===== src/logic/eec_regs.svh =====
`ifndef EEC_REGS_SVH
`define EEC_REGS_SVH

// Register byte offsets
`define EEC_OFS_MODE 8'h00
`define EEC_OFS_EDGE 8'h04
`define EEC_OFS_RELOAD 8'h08
`define EEC_OFS_COUNT 8'h0c
`define EEC_OFS_TRIG 8'h10
`define EEC_OFS_STATUS 8'h14
`define EEC_OFS_OUTCTL 8'h18

// Reset values
`define EEC_RST_MODE 16'h0000
`define EEC_RST_EDGE 2'h0
`define EEC_RST_RELOAD 16'h0000
`define EEC_RST_COUNT 16'h0000

// Mode register fields
`define EEC_MODE_CKS_HI 15
`define EEC_MODE_CKS_LO 14
`define EEC_MODE_CCS 12
`define EEC_MODE_MAS 11
`define EEC_MODE_MD_HI 4
`define EEC_MODE_MD_LO 1
`define EEC_MODE_MD0 0

// Trigger and status bits
`define EEC_TRIG_START 0
`define EEC_TRIG_STOP 1
`define EEC_STAT_EN 0

// Edge select codes
`define EEC_EDGE_FALL 2'h0
`define EEC_EDGE_RISE 2'h1
`define EEC_EDGE_BOTH 2'h2

// Bus responses
`define EEC_RESP_OKAY 2'h0
`define EEC_RESP_SLVERR 2'h2

`endif


===== src/logic/eec_pkg.sv =====
package eec_pkg;
  // Channel run state, Gray along idle to count
  typedef enum logic [0:0] {
    EEC_IDLE = 1'b0,
    EEC_COUNT = 1'b1
  } eec_state_t;

  // Bus response code
  typedef logic [1:0] eec_resp_t;
endpackage : eec_pkg


===== src/logic/eec_channel.sv =====
`timescale 1ns/1ps
`include "eec_regs.svh"

// Contract
// - Start write sets channel enable status
// - Start trigger bit clears itself
// - Start copies reload into down counter
// - Each valid edge decrements by one
// - Counter holds between valid edges
// - At zero: interrupt, reload, keep counting
// - Edge select: fall, rise, both
// - Reload plus one edges per interrupt
// - Stop write clears enable, freezes counter
// - Stop trigger bit clears itself
// - Stopped counter ignores event edges
// - Start while counting forces reload
// - New reload used at next load
// - Reload zero: interrupt every edge
// - Count clock source selects event edges
// - Start interrupt bit off: no start interrupt
// - Clock select picks one of four clocks
// - Counter readable without disturbing count
// - Output only from direct output control
module eec_channel (
  // Clock and reset
  input wire logic clk_sys,
  input wire logic rst_n,
  // AXI4-Lite write address
  input wire logic [7:0] s_axi_awaddr,
  input wire logic s_axi_awvalid,
  output logic s_axi_awready,
  // AXI4-Lite write data
  input wire logic [31:0] s_axi_wdata,
  input wire logic [3:0] s_axi_wstrb,
  input wire logic s_axi_wvalid,
  output logic s_axi_wready,
  // AXI4-Lite write response
  output eec_pkg::eec_resp_t s_axi_bresp,
  output logic s_axi_bvalid,
  input wire logic s_axi_bready,
  // AXI4-Lite read address
  input wire logic [7:0] s_axi_araddr,
  input wire logic s_axi_arvalid,
  output logic s_axi_arready,
  // AXI4-Lite read data
  output logic [31:0] s_axi_rdata,
  output eec_pkg::eec_resp_t s_axi_rresp,
  output logic s_axi_rvalid,
  input wire logic s_axi_rready,
  // Prescaled operation clock ticks
  input wire logic [3:0] op_clk_tick,
  // External event
  input wire logic event_input,
  // Channel outputs
  output logic channel_irq,
  output logic channel_output,
  output logic channel_enable_status
);
  import eec_pkg::*;
  // Register storage
  logic [15:0] mode_reg; // Channel mode register
  logic [1:0] edge_reg; // Edge select field
  logic [15:0] reload_reg; // Reload value
  logic [15:0] count_reg; // Down counter
  logic outlvl_reg; // Direct output level
  eec_state_t state_reg; // Run state
  logic irq_reg; // Interrupt pulse
  // Write channel holding
  logic aw_full_reg;
  logic [7:0] aw_addr_reg;
  logic w_full_reg;
  logic [31:0] w_data_reg;
  logic [3:0] w_strb_reg;
  logic bvalid_reg;
  eec_resp_t bresp_reg;
  // Read channel holding
  logic rvalid_reg;
  logic [31:0] rdata_reg;
  eec_resp_t rresp_reg;
  // Event sampling
  logic samp_reg; // Input sampled on operation tick
  logic prev_reg; // Previous sample
  logic op_tick; // Selected operation clock tick
  logic rise_det; // Rising edge seen
  logic fall_det; // Falling edge seen
  logic valid_edge; // Edge matching select
  logic count_tick; // Count clock
  // Decoded writes
  logic wr_fire; // Write performed this cycle
  logic wr_map; // Write address mapped
  logic start_cmd; // Start trigger written
  logic stop_cmd; // Stop trigger written
  logic [15:0] wr_data16; // Byte-masked 16-bit write value
  logic [15:0] wr_old16; // Old value of addressed register
  // Field views
  logic [1:0] clock_select;
  logic count_clock_source;
  logic start_irq_enable;
  assign clock_select = mode_reg[`EEC_MODE_CKS_HI:`EEC_MODE_CKS_LO];
  assign count_clock_source = mode_reg[`EEC_MODE_CCS];
  assign start_irq_enable = mode_reg[`EEC_MODE_MD0];
  // Handshake outputs
  assign s_axi_awready = !aw_full_reg && !bvalid_reg;
  assign s_axi_wready = !w_full_reg && !bvalid_reg;
  assign s_axi_arready = !rvalid_reg;
  assign s_axi_bvalid = bvalid_reg;
  assign s_axi_bresp = bresp_reg;
  assign s_axi_rvalid = rvalid_reg;
  assign s_axi_rdata = rdata_reg;
  assign s_axi_rresp = rresp_reg;
  assign channel_irq = irq_reg;
  assign channel_output = outlvl_reg;
  assign channel_enable_status = (state_reg == EEC_COUNT);
  // Write performed once address and data are both held
  assign wr_fire = aw_full_reg && w_full_reg;
  assign start_cmd = wr_fire && (aw_addr_reg == `EEC_OFS_TRIG) && w_strb_reg[0]
    && w_data_reg[`EEC_TRIG_START];
  assign stop_cmd = wr_fire && (aw_addr_reg == `EEC_OFS_TRIG) && w_strb_reg[0]
    && w_data_reg[`EEC_TRIG_STOP];
  // Address map check for writes
  always_comb
  begin
    case (aw_addr_reg)
      `EEC_OFS_MODE, `EEC_OFS_EDGE, `EEC_OFS_RELOAD, `EEC_OFS_COUNT,
      `EEC_OFS_TRIG, `EEC_OFS_STATUS, `EEC_OFS_OUTCTL: wr_map = 1'b1;
      default: wr_map = 1'b0;
    endcase
  end
  // Old value for byte merging
  always_comb
  begin
    case (aw_addr_reg)
      `EEC_OFS_MODE: wr_old16 = mode_reg;
      `EEC_OFS_RELOAD: wr_old16 = reload_reg;
      default: wr_old16 = 16'h0000;
    endcase
  end
  // Byte lanes 0 and 1 merge into 16-bit registers
  assign wr_data16 = {w_strb_reg[1] ? w_data_reg[15:8] : wr_old16[15:8],
                      w_strb_reg[0] ? w_data_reg[7:0] : wr_old16[7:0]};
  // Write address capture
  always_ff @(posedge clk_sys or negedge rst_n)
  begin
    if (!rst_n)
    begin
      aw_full_reg <= 1'b0;
      aw_addr_reg <= 8'h00;
    end
    else if (wr_fire)
      aw_full_reg <= 1'b0;
    else if (s_axi_awvalid && s_axi_awready)
    begin
      aw_full_reg <= 1'b1;
      aw_addr_reg <= {s_axi_awaddr[7:2], 2'h0};
    end
  end
  // Write data capture
  always_ff @(posedge clk_sys or negedge rst_n)
  begin
    if (!rst_n)
    begin
      w_full_reg <= 1'b0;
      w_data_reg <= 32'h0000_0000;
      w_strb_reg <= 4'h0;
    end
    else if (wr_fire)
      w_full_reg <= 1'b0;
    else if (s_axi_wvalid && s_axi_wready)
    begin
      w_full_reg <= 1'b1;
      w_data_reg <= s_axi_wdata;
      w_strb_reg <= s_axi_wstrb;
    end
  end
  // Write response
  always_ff @(posedge clk_sys or negedge rst_n)
  begin
    if (!rst_n)
    begin
      bvalid_reg <= 1'b0;
      bresp_reg <= `EEC_RESP_OKAY;
    end
    else if (wr_fire)
    begin
      bvalid_reg <= 1'b1;
      bresp_reg <= wr_map ? `EEC_RESP_OKAY : `EEC_RESP_SLVERR;
    end
    else if (s_axi_bready)
      bvalid_reg <= 1'b0;
  end
  // Configuration registers; reload takes effect only at next load
  always_ff @(posedge clk_sys or negedge rst_n)
  begin
    if (!rst_n)
    begin
      mode_reg <= `EEC_RST_MODE;
      edge_reg <= `EEC_RST_EDGE;
      reload_reg <= `EEC_RST_RELOAD;
      outlvl_reg <= 1'b0;
    end
    else if (wr_fire)
    begin
      case (aw_addr_reg)
        `EEC_OFS_MODE: mode_reg <= wr_data16;
        `EEC_OFS_EDGE:
        begin
          if (w_strb_reg[0])
            edge_reg <= w_data_reg[1:0];
        end
        `EEC_OFS_RELOAD: reload_reg <= wr_data16;
        `EEC_OFS_OUTCTL:
        begin
          if (w_strb_reg[0])
            outlvl_reg <= w_data_reg[0];
        end
        default: ; // Read-only, trigger or unmapped: nothing stored
      endcase
    end
  end
  // Read path; counter read has no side effect
  always_ff @(posedge clk_sys or negedge rst_n)
  begin
    if (!rst_n)
    begin
      rvalid_reg <= 1'b0;
      rdata_reg <= 32'h0000_0000;
      rresp_reg <= `EEC_RESP_OKAY;
    end
    else if (s_axi_arvalid && s_axi_arready)
    begin
      rvalid_reg <= 1'b1;
      rresp_reg <= `EEC_RESP_OKAY;
      case ({s_axi_araddr[7:2], 2'h0})
        `EEC_OFS_MODE: rdata_reg <= {16'h0000, mode_reg};
        `EEC_OFS_EDGE: rdata_reg <= {30'h0000_0000, edge_reg};
        `EEC_OFS_RELOAD: rdata_reg <= {16'h0000, reload_reg};
        `EEC_OFS_COUNT: rdata_reg <= {16'h0000, count_reg};
        `EEC_OFS_TRIG: rdata_reg <= 32'h0000_0000;
        `EEC_OFS_STATUS: rdata_reg <= {31'h0000_0000, channel_enable_status};
        `EEC_OFS_OUTCTL: rdata_reg <= {31'h0000_0000, outlvl_reg};
        default:
        begin
          rdata_reg <= 32'h0000_0000;
          rresp_reg <= `EEC_RESP_SLVERR;
        end
      endcase
    end
    else if (s_axi_rready)
      rvalid_reg <= 1'b0;
  end
  // Operation clock selection
  assign op_tick = op_clk_tick[clock_select];
  // Event input sampled at operation clock rate
  always_ff @(posedge clk_sys or negedge rst_n)
  begin
    if (!rst_n)
    begin
      samp_reg <= 1'b0;
      prev_reg <= 1'b0;
    end
    else if (op_tick)
    begin
      samp_reg <= event_input;
      prev_reg <= samp_reg;
    end
  end
  // Edge detect, one pulse per sampled edge
  assign rise_det = op_tick && samp_reg && !prev_reg;
  assign fall_det = op_tick && !samp_reg && prev_reg;
  // Edge select decode
  always_comb
  begin
    case (edge_reg)
      `EEC_EDGE_FALL: valid_edge = fall_det;
      `EEC_EDGE_RISE: valid_edge = rise_det;
      `EEC_EDGE_BOTH: valid_edge = rise_det || fall_det;
      default: valid_edge = 1'b0;
    endcase
  end
  // Count clock: event edge, else operation clock
  assign count_tick = count_clock_source ? valid_edge : op_tick;
  // Run state; stop wins over a start in the same write
  always_ff @(posedge clk_sys or negedge rst_n)
  begin
    if (!rst_n)
      state_reg <= EEC_IDLE;
    else
    begin
      case (state_reg)
        EEC_IDLE:
        begin
          if (start_cmd && !stop_cmd)
            state_reg <= EEC_COUNT;
        end
        EEC_COUNT:
        begin
          if (stop_cmd)
            state_reg <= EEC_IDLE;
        end
        default: state_reg <= EEC_IDLE;
      endcase
    end
  end
  // Down counter
  always_ff @(posedge clk_sys or negedge rst_n)
  begin
    if (!rst_n)
      count_reg <= `EEC_RST_COUNT;
    else if (stop_cmd)
      count_reg <= count_reg;
    else if (start_cmd)
      count_reg <= reload_reg;
    else if (state_reg == EEC_COUNT && count_tick)
    begin
      if (count_reg == 16'h0000)
        count_reg <= reload_reg;
      else
        count_reg <= count_reg - 16'h0001;
    end
  end
  // Interrupt pulse: at wrap, or at start when enabled
  always_ff @(posedge clk_sys or negedge rst_n)
  begin
    if (!rst_n)
      irq_reg <= 1'b0;
    else if (stop_cmd)
      irq_reg <= 1'b0;
    else if (start_cmd)
      irq_reg <= start_irq_enable;
    else
      irq_reg <= state_reg == EEC_COUNT && count_tick && count_reg == 16'h0000;
  end
endmodule : eec_channel


===== config.mk =====
export PLATFORM = sky130hd
export DESIGN_NAME = eec_channel
export DESIGN_NICKNAME = d
export VERILOG_FILES = /design/src/logic/eec_pkg.sv /design/src/logic/eec_channel.sv
export VERILOG_INCLUDE_DIRS = /design/src /design/src/logic
export SDC_FILE = /design/constraint.sdc
export NUM_CORES = 1
export LEC_CHECK = 0
export BUFFER_PORTS_ARGS = -buffer_cell sky130_fd_sc_hd__buf_4
export CAP_MARGIN = 20
export CORE_UTILIZATION = 47
export CTS_CLUSTER_DIAMETER = 100
export DETAILED_ROUTE_END_ITERATION = 10
export PLACE_DENSITY = 0.7
export SYNTH_ARGS = -nofsm -noshare
export SYNTH_HDL_FRONTEND = slang
export SYNTH_SLANG_ARGS = --single-unit

===== constraint.sdc =====
create_clock -name clk_sys -period 2.6 [get_ports clk_sys]
set_input_delay 0.13 -clock clk_sys [delete_from_list [all_inputs] [get_ports clk_sys]]
set_output_delay 0.13 -clock clk_sys [all_outputs]
set_load 0.05 [all_outputs]

==> results of run 1 <==
## cells by family (layout without fill, tap and decap cells)
group	count (synthesis)	count (layout)
buffers and inverters	56	146
AOI/OAI and AO/OA	100	100
muxes	79	79
adders and majority gates	2	2
other	1	18
and+or+nand+nor	112	112
DFF	101	101
xor gates and xnor gates	1	1
## per-layer routing
metal	vias up	wire length [microns]
li1	1831	-
met1	1911	5430
met2	104	6070
met3	22	519
met4	0	284
met5	-	0
## cells in the final DEF, fill, tap and decap left out, types with 4 or more instances in the layout
| cell | n |
|---|---|
| nor2_1 | 17 |
| a31oi_1 | 4 |
| buf_4 | 87 |
| and2_1 | 5 |
| a22oi_1 | 16 |
| nor3_1 | 12 |
| clkbuf_8 | 10 |
| mux2_2 | 74 |
| and4_1 | 4 |
| nand2_1 | 33 |
| or3_1 | 5 |
| nor4_1 | 4 |
| o31ai_1 | 9 |
| conb_1 | 18 |
| dlygate4sd3_1 | 28 |
| o21ai_0 | 34 |
| nand4_1 | 8 |
| a21oi_1 | 10 |
| a211oi_1 | 4 |
| inv_1 | 14 |
| o22ai_1 | 5 |
| dfrtp_1 | 101 |
## worst max-delay path, cell delays in order (launching register included)
cell and delay (ns):
dfrtp_1 0.42, inv_1 0.09, ha_1 0.18, nor4b_1 0.35, and4_1 0.41, a31oi_1 0.18, or3_2 0.44, and3_1 0.17
## layout make-up
class                      count  area, sq um
clock buffer                  11          141
clock inverter                 5         83.8
fill                         902         4150
inverter                      14         52.6
multi-input combinational    312         2300
sequential                   101         2530
tap                          136          170
timing repair buffer         116          953
## power groups by stage
stage / Combinational, W / Clock, W / Sequential [W]
4_1_cts: 0.00174 / 0.00114 / 0.00248
6_report: 0.00173 / 0.00111 / 0.00248
5_1_grt: 0.00188 / 0.00120 / 0.00256
3_5_place_dp: 0.00170 / 0 / 0.00251
3_3_place_gp: 0.00166 / 0 / 0.00248
2_1_floorplan: 0.00119 / 0 / 0.00247
## metrics by stage
stage / setup slack, ns / utilization [%] / cell area, sq um / total power, W
4_1_cts: 0.254 / 60.0 / 6220 / 0.00536
6_report: 0.256 / 60.0 / 6220 / 0.00531
3_5_place_dp: 0.303 / 55.2 / 5720 / 0.00421
5_1_grt: 0.0575 / 60.0 / 6220 / 0.00564
3_3_place_gp: 0.339 / 55.2 / 5720 / 0.00413
2_1_floorplan: 0.145 / - / 5140 / 0.00366
## path summary, 6_finish.rpt
path	slack (ns)	startpoint	to	cells past startpoint
worst max register to register	0.26	count_reg[1]	count_reg[13]	7
worst min register to register	0.48	s_axi_rdata[11]	s_axi_rdata[11]	2
max in group asynchronous	1.57	rst_n	w_data_reg[8]	3
worst min-delay path	0.08	s_axi_araddr[6]	s_axi_rdata[0]	3
worst max-delay path	0.26	count_reg[1]	count_reg[13]	7
min in group asynchronous	0.33	rst_n	w_data_reg[10]	2
==> impl_metrics.env, run 1 <==
export IMPL_cts_root_buf="clkbuf_8"
export IMPL_synthFlopType="dfrtp_1"
export IMPL_vias_per_cell=5.57
export IMPL_worst_pin_slew_ns=0.669
export IMPL_p_int_w=0.00342
export IMPL_cp_start_kind="register"
export IMPL_cts_tree="built"
export IMPL_power_switching_w=0.00189
export IMPL_grt_util_met1_pct=30.0
export IMPL_yosysTopAreaCell="dfrtp_1"
export IMPL_synthArstFlopShare_pct=100
export IMPL_dr_total_vias=3868
export IMPL_leakagePower_nw=2.80
export IMPL_arrival_ns=2.61
export IMPL_wire_per_inst_microns=17.7
export IMPL_yosysMostFrequentCell="dfrtp_1"
export IMPL_hold_violations=0
export IMPL_drt_pass1_iterations=4
export IMPL_gp_congestion=0.925
export IMPL_ctsLongestPathBuffers=2
export IMPL_grt_first_pass_wirelength_mm=20.2
export IMPL_worstSetupPathType="reg2reg"
export IMPL_cts_resized=0
export IMPL_yosys_top_cells_count="dfrtp_1, mux2_2, o21ai_0"
export IMPL_clkLatencyLatePin_ns=0.37
export IMPL_fmax_mhz=427
export IMPL_period_needed_ns=2.34
export IMPL_post_cts_buffers=0
export IMPL_setup_tns_ns=0
export IMPL_synth_seq_area_share_pct=49.8
export IMPL_drc=0
export IMPL_cts_buffers=9
export IMPL_synth_top_family_by_area="multiplexers"
export IMPL_die_width_microns=106
export IMPL_top_usage_layer="met2"
export IMPL_maxSlewHeadroom_pct=55.4
export IMPL_cts_clk_slew_worst_paths_ns=0.10
export IMPL_wl_mm=12.3
export IMPL_maxCapViolCount=0
export IMPL_antenna_found_initial=0
export IMPL_grt_setup_unrepaired="no"
export IMPL_status="completed"
export IMPL_finalNetCount=620
export IMPL_yosys_area_share_adder_pct=0.493
export IMPL_die_area_sq_um=11200
export IMPL_period_share_pct=90.2
export IMPL_clock_skew_ns=0.00940
export IMPL_synth_simple_area_share_pct=12.2
export IMPL_use_met3_pct=4.82
export IMPL_gr_total_overflow=0
export IMPL_core_area_sq_um=10400
export IMPL_grt_max_degree=53
export IMPL_cp_end_kind="register"
export IMPL_track_usage_pct=23.6
export IMPL_synthMuxAreaShare_pct=18.2
export IMPL_crit_fanout=7
export IMPL_floorplan_initialDensity_pct=48.9
export IMPL_holdCritPathClass="in2reg"
export IMPL_synth_compound_area_share_pct=12.9
export IMPL_clock_sinks=101
export IMPL_p_comb_share_pct=32.5
export IMPL_ys_seq_elements=101
export IMPL_synth_top_cell_area_share_pct=49.8
export IMPL_crit_required_ns=2.86
export IMPL_switching_share_pct=35.7
export IMPL_drv_slew=0
export IMPL_timing_hold_ws_ns=0.0832
export IMPL_drtIter0Drc=150
export IMPL_clockPowerShare_pct=20.8
export IMPL_fp_dieH_microns=106
export IMPL_synthCells=452
export IMPL_synth_area_leaders="dfrtp_1, mux2_2, o21ai_0"
export IMPL_grt_pass1_vias=3928
export IMPL_met2_usage_pct=39.7
export IMPL_setup_violations_final=0
export IMPL_ant_nets=0
export IMPL_port_buffers=67
export IMPL_syn_area_per_cell_sq_um=11.2
export IMPL_syn_area_sq_um=5070
export IMPL_syn_to_final_growth_pct=22.7
export IMPL_htreeDepth=3
export IMPL_row_count=37
export IMPL_cellPowerDensity_nw_per_um2=853
export IMPL_synth_cell_types=62
export IMPL_hpwlAfterDp_mm=8.69
export IMPL_synth_edf_count=0
export IMPL_synth_xor_area_share_pct=0.173
export IMPL_yosysWarnings=0
export IMPL_ir_drop_v=0.000677
export IMPL_drive_gt1_share_pct=34.5
export IMPL_ios=108
export IMPL_finalNonFillerCells=695
export IMPL_seq_power_share_pct=46.7
export IMPL_place_inst=651
export IMPL_n_antenna_cell=0
export IMPL_postCtsHoldBufs=28
(Power assumes the default switching activity.)
==> run 2: changes to the inputs <==
Settings changed: ABC_AREA set to 1.
==> run 2 against run 1 <==
Sequential share of layout area shrank 0.35 points. Largest power group is now combinational logic. Highest routed layer unchanged. Core utilization shrank 3.1 points. Clock power grew 26%. Non-clock buffer count shrank 42. Cell count grew 30%. Critical path depth grew 1. Die area grew 6.5%.
==> impl_metrics.env, run 2 <==
export IMPL_die_width_microns=109
export IMPL_n_antenna_cell=0
export IMPL_die_area_sq_um=11900
export IMPL_wl_mm=13.5
export IMPL_synth_area_leaders="dfrtp_1, nand2_1, o21ai_0"
export IMPL_arrival_ns=2.11
export IMPL_ys_seq_elements=101
export IMPL_fp_dieH_microns=109
export IMPL_grt_first_pass_wirelength_mm=22.3
export IMPL_final_area_sq_um=6280
export IMPL_fmax_mhz=527
export IMPL_synthFlopType="dfrtp_1"
export IMPL_synth_top_cell_area_share_pct=46.7
export IMPL_holdCritPathClass="in2reg"
export IMPL_ios=108
export IMPL_gr_total_overflow=0
export IMPL_yosysTopAreaCell="dfrtp_1"
export IMPL_ctsLongestPathBuffers=2
export IMPL_synth_edf_count=0
export IMPL_htreeDepth=3
export IMPL_drt_pass1_iterations=5
export IMPL_gp_congestion=0.943
export IMPL_drv_slew=0
export IMPL_maxSlewHeadroom_pct=43.8
export IMPL_crit_fanout=18
export IMPL_drive_gt1_share_pct=17.0
export IMPL_port_buffers=67
export IMPL_core_area_sq_um=11000
export IMPL_ant_nets=0
export IMPL_grt_max_degree=61
export IMPL_cts_root_buf="clkbuf_16"
export IMPL_synthArstFlopShare_pct=100
export IMPL_synthCells=696
export IMPL_layout_commonest_cell="nand2_1"
export IMPL_row_count=38
export IMPL_yosys_top_cells_count="nand2_1, dfrtp_1, inv_1"
export IMPL_cp_end_kind="register"
export IMPL_period_needed_ns=1.90
export IMPL_hold_violations=0
export IMPL_worst_pin_slew_ns=0.842
export IMPL_cts_tree="built"
export IMPL_crit_required_ns=2.82
export IMPL_syn_to_final_growth_pct=16.1
export IMPL_dr_total_vias=4823
export IMPL_grt_pass1_vias=4598
export IMPL_synth_cell_types=38
export IMPL_leakagePower_nw=3.12
export IMPL_syn_area_per_cell_sq_um=7.77
export IMPL_yosysMostFrequentCell="nand2_1"
export IMPL_hpwlAfterDp_mm=9.66
export IMPL_wire_per_inst_microns=14.9
export IMPL_grt_setup_unrepaired="no"
export IMPL_cellPowerDensity_nw_per_um2=1100
export IMPL_utilization_pct=56.9
export IMPL_cp_start_kind="register"
export IMPL_cts_clk_slew_worst_paths_ns=0.07
export IMPL_clkLatencyLatePin_ns=0.35
export IMPL_yosysWarnings=0
export IMPL_synth_seq_area_share_pct=46.7
export IMPL_finalNetCount=825
export IMPL_status="completed"
export IMPL_setup_violations_final=0
export IMPL_setup_tns_ns=0
export IMPL_placed_cell_area_sq_um=5940
export IMPL_drtIter0Drc=250
export IMPL_drc=0
export IMPL_antenna_found_initial=0
export IMPL_vias_per_cell=5.34
export IMPL_clock_sinks=101
export IMPL_clock_skew_ns=0.00586
export IMPL_worstSetupPathType="reg2reg"
export IMPL_maxCapViolCount=0
export IMPL_layout_common_cells="nand2_1, dfrtp_1, buf_4, inv_1, o21ai_0"
export IMPL_syn_area_sq_um=5410
export IMPL_floorplan_initialDensity_pct=49.0
export IMPL_final_fill_count=1011
export IMPL_track_usage_pct=24.4
export IMPL_period_share_pct=73.0
export IMPL_cts_buffers=9
export IMPL_ir_drop_v=0.000696
-- run 2: per-stage QoR --
step | setup WS [ns] | hold WS, ns | total power (W) | instances
detailed placement | 0.742 | 0.163 | 0.00550 | 885
finish | 0.703 | 0.00793 | 0.00693 | 904
global placement | 0.767 | 0.154 | 0.00539 | 885
CTS | 0.702 | 0.00148 | 0.00691 | 904
floorplan | 0.358 | -0.166 | 0.00479 | 713
global route | 0.529 | 0.00285 | 0.00743 | 904
-- run 2: final timing paths --
| path | from | to | depth (start not counted) | slack, ns |
|---|---|---|---|---|
| min in group asynchronous | rst_n | channel_enable_status | 2 | 0.31 |
| setup / recovery | aw_addr_reg[7] | mode_reg[5] | 8 | 0.70 |
| max in group asynchronous | rst_n | count_reg[7] | 3 | 1.57 |
| hold reg to reg | s_axi_rdata[1] | s_axi_rdata[1] | 2 | 0.49 |
| setup reg to reg | aw_addr_reg[7] | mode_reg[5] | 8 | 0.70 |
| hold / removal | s_axi_awaddr[6] | aw_addr_reg[6] | 2 | 0.008 |
-- run 2: cells by family (layout without fill, tap and decap cells) --
logic type                 Yosys count  after routing  share of synthesized area [%]
other                                1             18                         0.0693
DFF                                101            101                           46.7
AOI/OAI and AO/OA                  107            107                           10.8
and+or+nand+nor                    363            363                           28.8
muxes                               16             16                           3.33
buffers and inverters              101            152                           8.95
adders and majority gates            2              2                          0.463
xor gates and xnor gates             5              5                          0.810
-- run 2: what timing repair did --
| item | 4_1_cts | 5_1_grt |
|---|---|---|
| buffers inserted | 0 | 0 |
| hold buffers | 3 | 0 |
| endpoints found under the hold margin | 43 | 0 |
| gates resized for setup | 0 | 0 |
-- run 2: worst max-delay path, cell delays in order, from the launching register on --
cell and delay, ns:
dfrtp_1 0.39, nor2_2 0.15, nand2_1 0.12, nor2_4 0.40
inv_2 0.25, nand2_1 0.12, nand3_1 0.09, o21ai_1 0.13
o21ai_0 0.11
-- run 2: final cells by class --
cell class | count | area, sq um | share of cell area [%]
clock inverter | 6 | 77.6 | 1.24
tap | 140 | 175 | 2.79
inverter | 62 | 233 | 3.71
multi-input combinational | 511 | 2460 | 39.2
clock buffer | 10 | 229 | 3.65
timing repair buffer | 74 | 576 | 9.17
sequential | 101 | 2530 | 40.3
-- run 2: power by group --
part	internal, W	switching (W)
logic	0.00106	0.00212
clock network	0.000766	0.000634
registers	0.00197	0.000385
-- run 2: metal layers --
metal / track usage (%) / routed length (microns) / vias to the layer above
met5: 0 / 0 / -
met4: 7.43 / 232 / 0
met3: 4.90 / 869 / 21
met2: 40.0 / 6410 / 175
met1: 32.6 / 5960 / 2285
li1: - / - / 2342
==> run 3: changes to the inputs <==
Settings changed: PLACE_DENSITY 0.7 to 0.73.
Clock period 2.6 ns to 1.6 ns, I/O delays scaled along.
==> run 3 against run 2 <==
The run now ends with negative setup slack left. Core utilization grew 10 points. Global-route usage is 2.8 points higher. Routed wire length is 16% higher. Count of clock-buffer cells in the layout unchanged. Clock power up 49%. Via count rose by 9.4%. First-iteration DRC count increased by 54%. Die area is the same. Sequential cell count unchanged. Non-clock buffer count is 74 higher. Largest power group unchanged. Design area rose by 18%.
==> impl_metrics.env, run 3 (same netlist as run 2, synthesis figures left out) <==
export IMPL_status="finished, violations left"
export IMPL_violations="negative setup slack"
export IMPL_layout_common_cells="nand2_1, buf_4, dfrtp_1, inv_1, nor2_1"
export IMPL_die_width_microns=109
export IMPL_wl_mm=15.6
export IMPL_final_fill_count=863
export IMPL_placed_cell_area_sq_um=6340
export IMPL_cts_root_buf="clkbuf_16"
export IMPL_timing_hold_ws_ns=0.0162
export IMPL_final_area_sq_um=7380
export IMPL_crit_path_max_incr_delay_ns=0.39
export IMPL_die_area_sq_um=11900
export IMPL_n_antenna_cell=0
export IMPL_period_needed_ns=1.65
export IMPL_syn_to_final_growth_pct=36.5
export IMPL_utilization_pct=66.9
export IMPL_ant_nets=0
export IMPL_cts_clk_slew_worst_paths_ns=0.07
export IMPL_clock_skew_ns=0.0104
export IMPL_crit_required_ns=1.84
export IMPL_wire_per_inst_microns=15.9
export IMPL_leakagePower_nw=3.61
export IMPL_antenna_found_initial=0
export IMPL_vias_per_cell=5.38
export IMPL_finalNonFillerCells=981
export IMPL_gp_congestion=0.904
export IMPL_gr_total_overflow=0
export IMPL_finalNetCount=902
export IMPL_clock_sinks=101
export IMPL_grt_max_degree=57
export IMPL_cellPowerDensity_nw_per_um2=1820
export IMPL_ir_drop_v=0.00118
export IMPL_power_switching_w=0.00631
export IMPL_drc=0
export IMPL_grt_first_pass_wirelength_mm=24.7
export IMPL_routed_top_layer="met4"
export IMPL_hold_violations=0
export IMPL_row_count=38
export IMPL_p_comb_share_pct=55.7
export IMPL_grt_pass1_vias=5161
export IMPL_htreeDepth=3
export IMPL_crit_fanout=15
export IMPL_arrival_ns=1.89
export IMPL_cts_tree="built"
export IMPL_maxSlewHeadroom_pct=53.3
export IMPL_path_common_cell="nand2_1"
export IMPL_drt_pass1_iterations=6
export IMPL_p_int_w=0.00711
export IMPL_holdCritPathClass="in2reg"
export IMPL_routed_wl_met2_mm=7.75
export IMPL_setup_violations_final=18
export IMPL_core_area_sq_um=11000
export IMPL_fmax_mhz=606
export IMPL_cp_start_kind="register"
export IMPL_ctsLongestPathBuffers=2
export IMPL_worstSetupPathType="reg2reg"
export IMPL_route_met3_wl_microns=939
export IMPL_fp_dieH_microns=109
export IMPL_switching_share_pct=47.0
export IMPL_worstPathCellList="nor2_2 > nand2_2 > nor2_4 > nand4_1 > buf_6 > inv_4 > a21oi_4 > buf_12 > nand2_1 > nand2_1"
export IMPL_ios=108
export IMPL_dr_total_vias=5275
export IMPL_floorplan_initialDensity_pct=49.0
export IMPL_clkLatencyLatePin_ns=0.35
export IMPL_cts_buffers=9
export IMPL_worst_slack_ns=-0.0513
export IMPL_worst_pin_slew_ns=0.699
export IMPL_seq_power_share_pct=28.8
export IMPL_hpwlAfterDp_mm=10.6
export IMPL_period_share_pct=103
export IMPL_maxCapViolCount=0
export IMPL_drt_met1_wl_mm=6.54
export IMPL_cp_end_kind="register"
export IMPL_setup_tns_ns=-0.549
export IMPL_drtIter0Drc=386
export IMPL_layout_commonest_cell="nand2_1"
export IMPL_track_usage_pct=27.2
export IMPL_port_buffers=67
export IMPL_drv_slew=0
export IMPL_grt_setup_unrepaired="yes"
export IMPL_clockPowerShare_pct=15.5
export IMPL_place_inst=926
export IMPL_worst_path_max_delay_cell="dfrtp_1"
export IMPL_drive_gt1_share_pct=31.6
## run 3: cell types whose count changed in the layout (fill, tap and decap cells not counted), sizes merged
cell         delta
clkinvlp        +1
nand2           +3
dlygate4sd3    +24
clkinv          +1
inv             -1
clkbuf          +1
bufinv          -1
buf            +49
## run 3: cell type report
class	instances	area (sq um)	area share, %
sequential	101	2530	34.3
timing repair buffer	148	1320	17.9
clock buffer	10	229	3.10
inverter	62	246	3.34
clock inverter	6	46.3	0.627
tap	140	175	2.37
multi-input combinational	514	2830	38.4
## run 3: final timing paths
check | slack [ns] | end | depth (start not counted) | from
setup / recovery | -0.05 | count_reg[6] | 10 | aw_addr_reg[6]
hold / removal | 0.02 | aw_addr_reg[3] | 3 | s_axi_awaddr[3]
setup reg to reg | -0.05 | count_reg[6] | 10 | aw_addr_reg[6]
hold reg to reg | 0.48 | s_axi_rdata[14] | 2 | s_axi_rdata[14]
max in group asynchronous | 1.04 | s_axi_rvalid | 3 | rst_n
min in group asynchronous | 0.25 | channel_enable_status | 3 | rst_n
## run 3: timing repair
action	4_1_cts	5_1_grt
setup buffers	3	6
hold endpoints to repair	127	0
setup endpoints to repair	19	49
cloned	2	2
pin swaps	4	47
hold buffers	27	0
resized for setup	17	115
## run 3: through the flow
stage / setup WS [ns] / total power [W]
global route: -0.131 / 0.0143
finish: -0.0513 / 0.0134
detailed placement: -0.0982 / 0.00964
global placement: -0.0342 / 0.00948
floorplan: 0.00183 / 0.00784
CTS: -0.00365 / 0.0123
## run 3: critical path, delay by kind of cell, from the launching register on
kind	cells	cell delay, ns
simple gates	6	0.71
compound gates	1	0.03
flops	1	0.39
buf+inv	3	0.39
## run 3: routing by layer
layer	track usage, %	up-vias
met3	4.72	37
met2	45.3	221
li1	-	2501
met1	35.5	2516
met4	9.90	0
met5	0	-
## run 3: power groups by stage
stage / Clock (W) / Combinational [W] / Sequential, W
after floorplan: 0 / 0.00398 / 0.00386
after global placement: 0 / 0.00570 / 0.00378
after detailed placement: 0 / 0.00582 / 0.00382
after CTS: 0.00212 / 0.00644 / 0.00378
after global routing: 0.00221 / 0.00816 / 0.00394
final: 0.00208 / 0.00747 / 0.00387
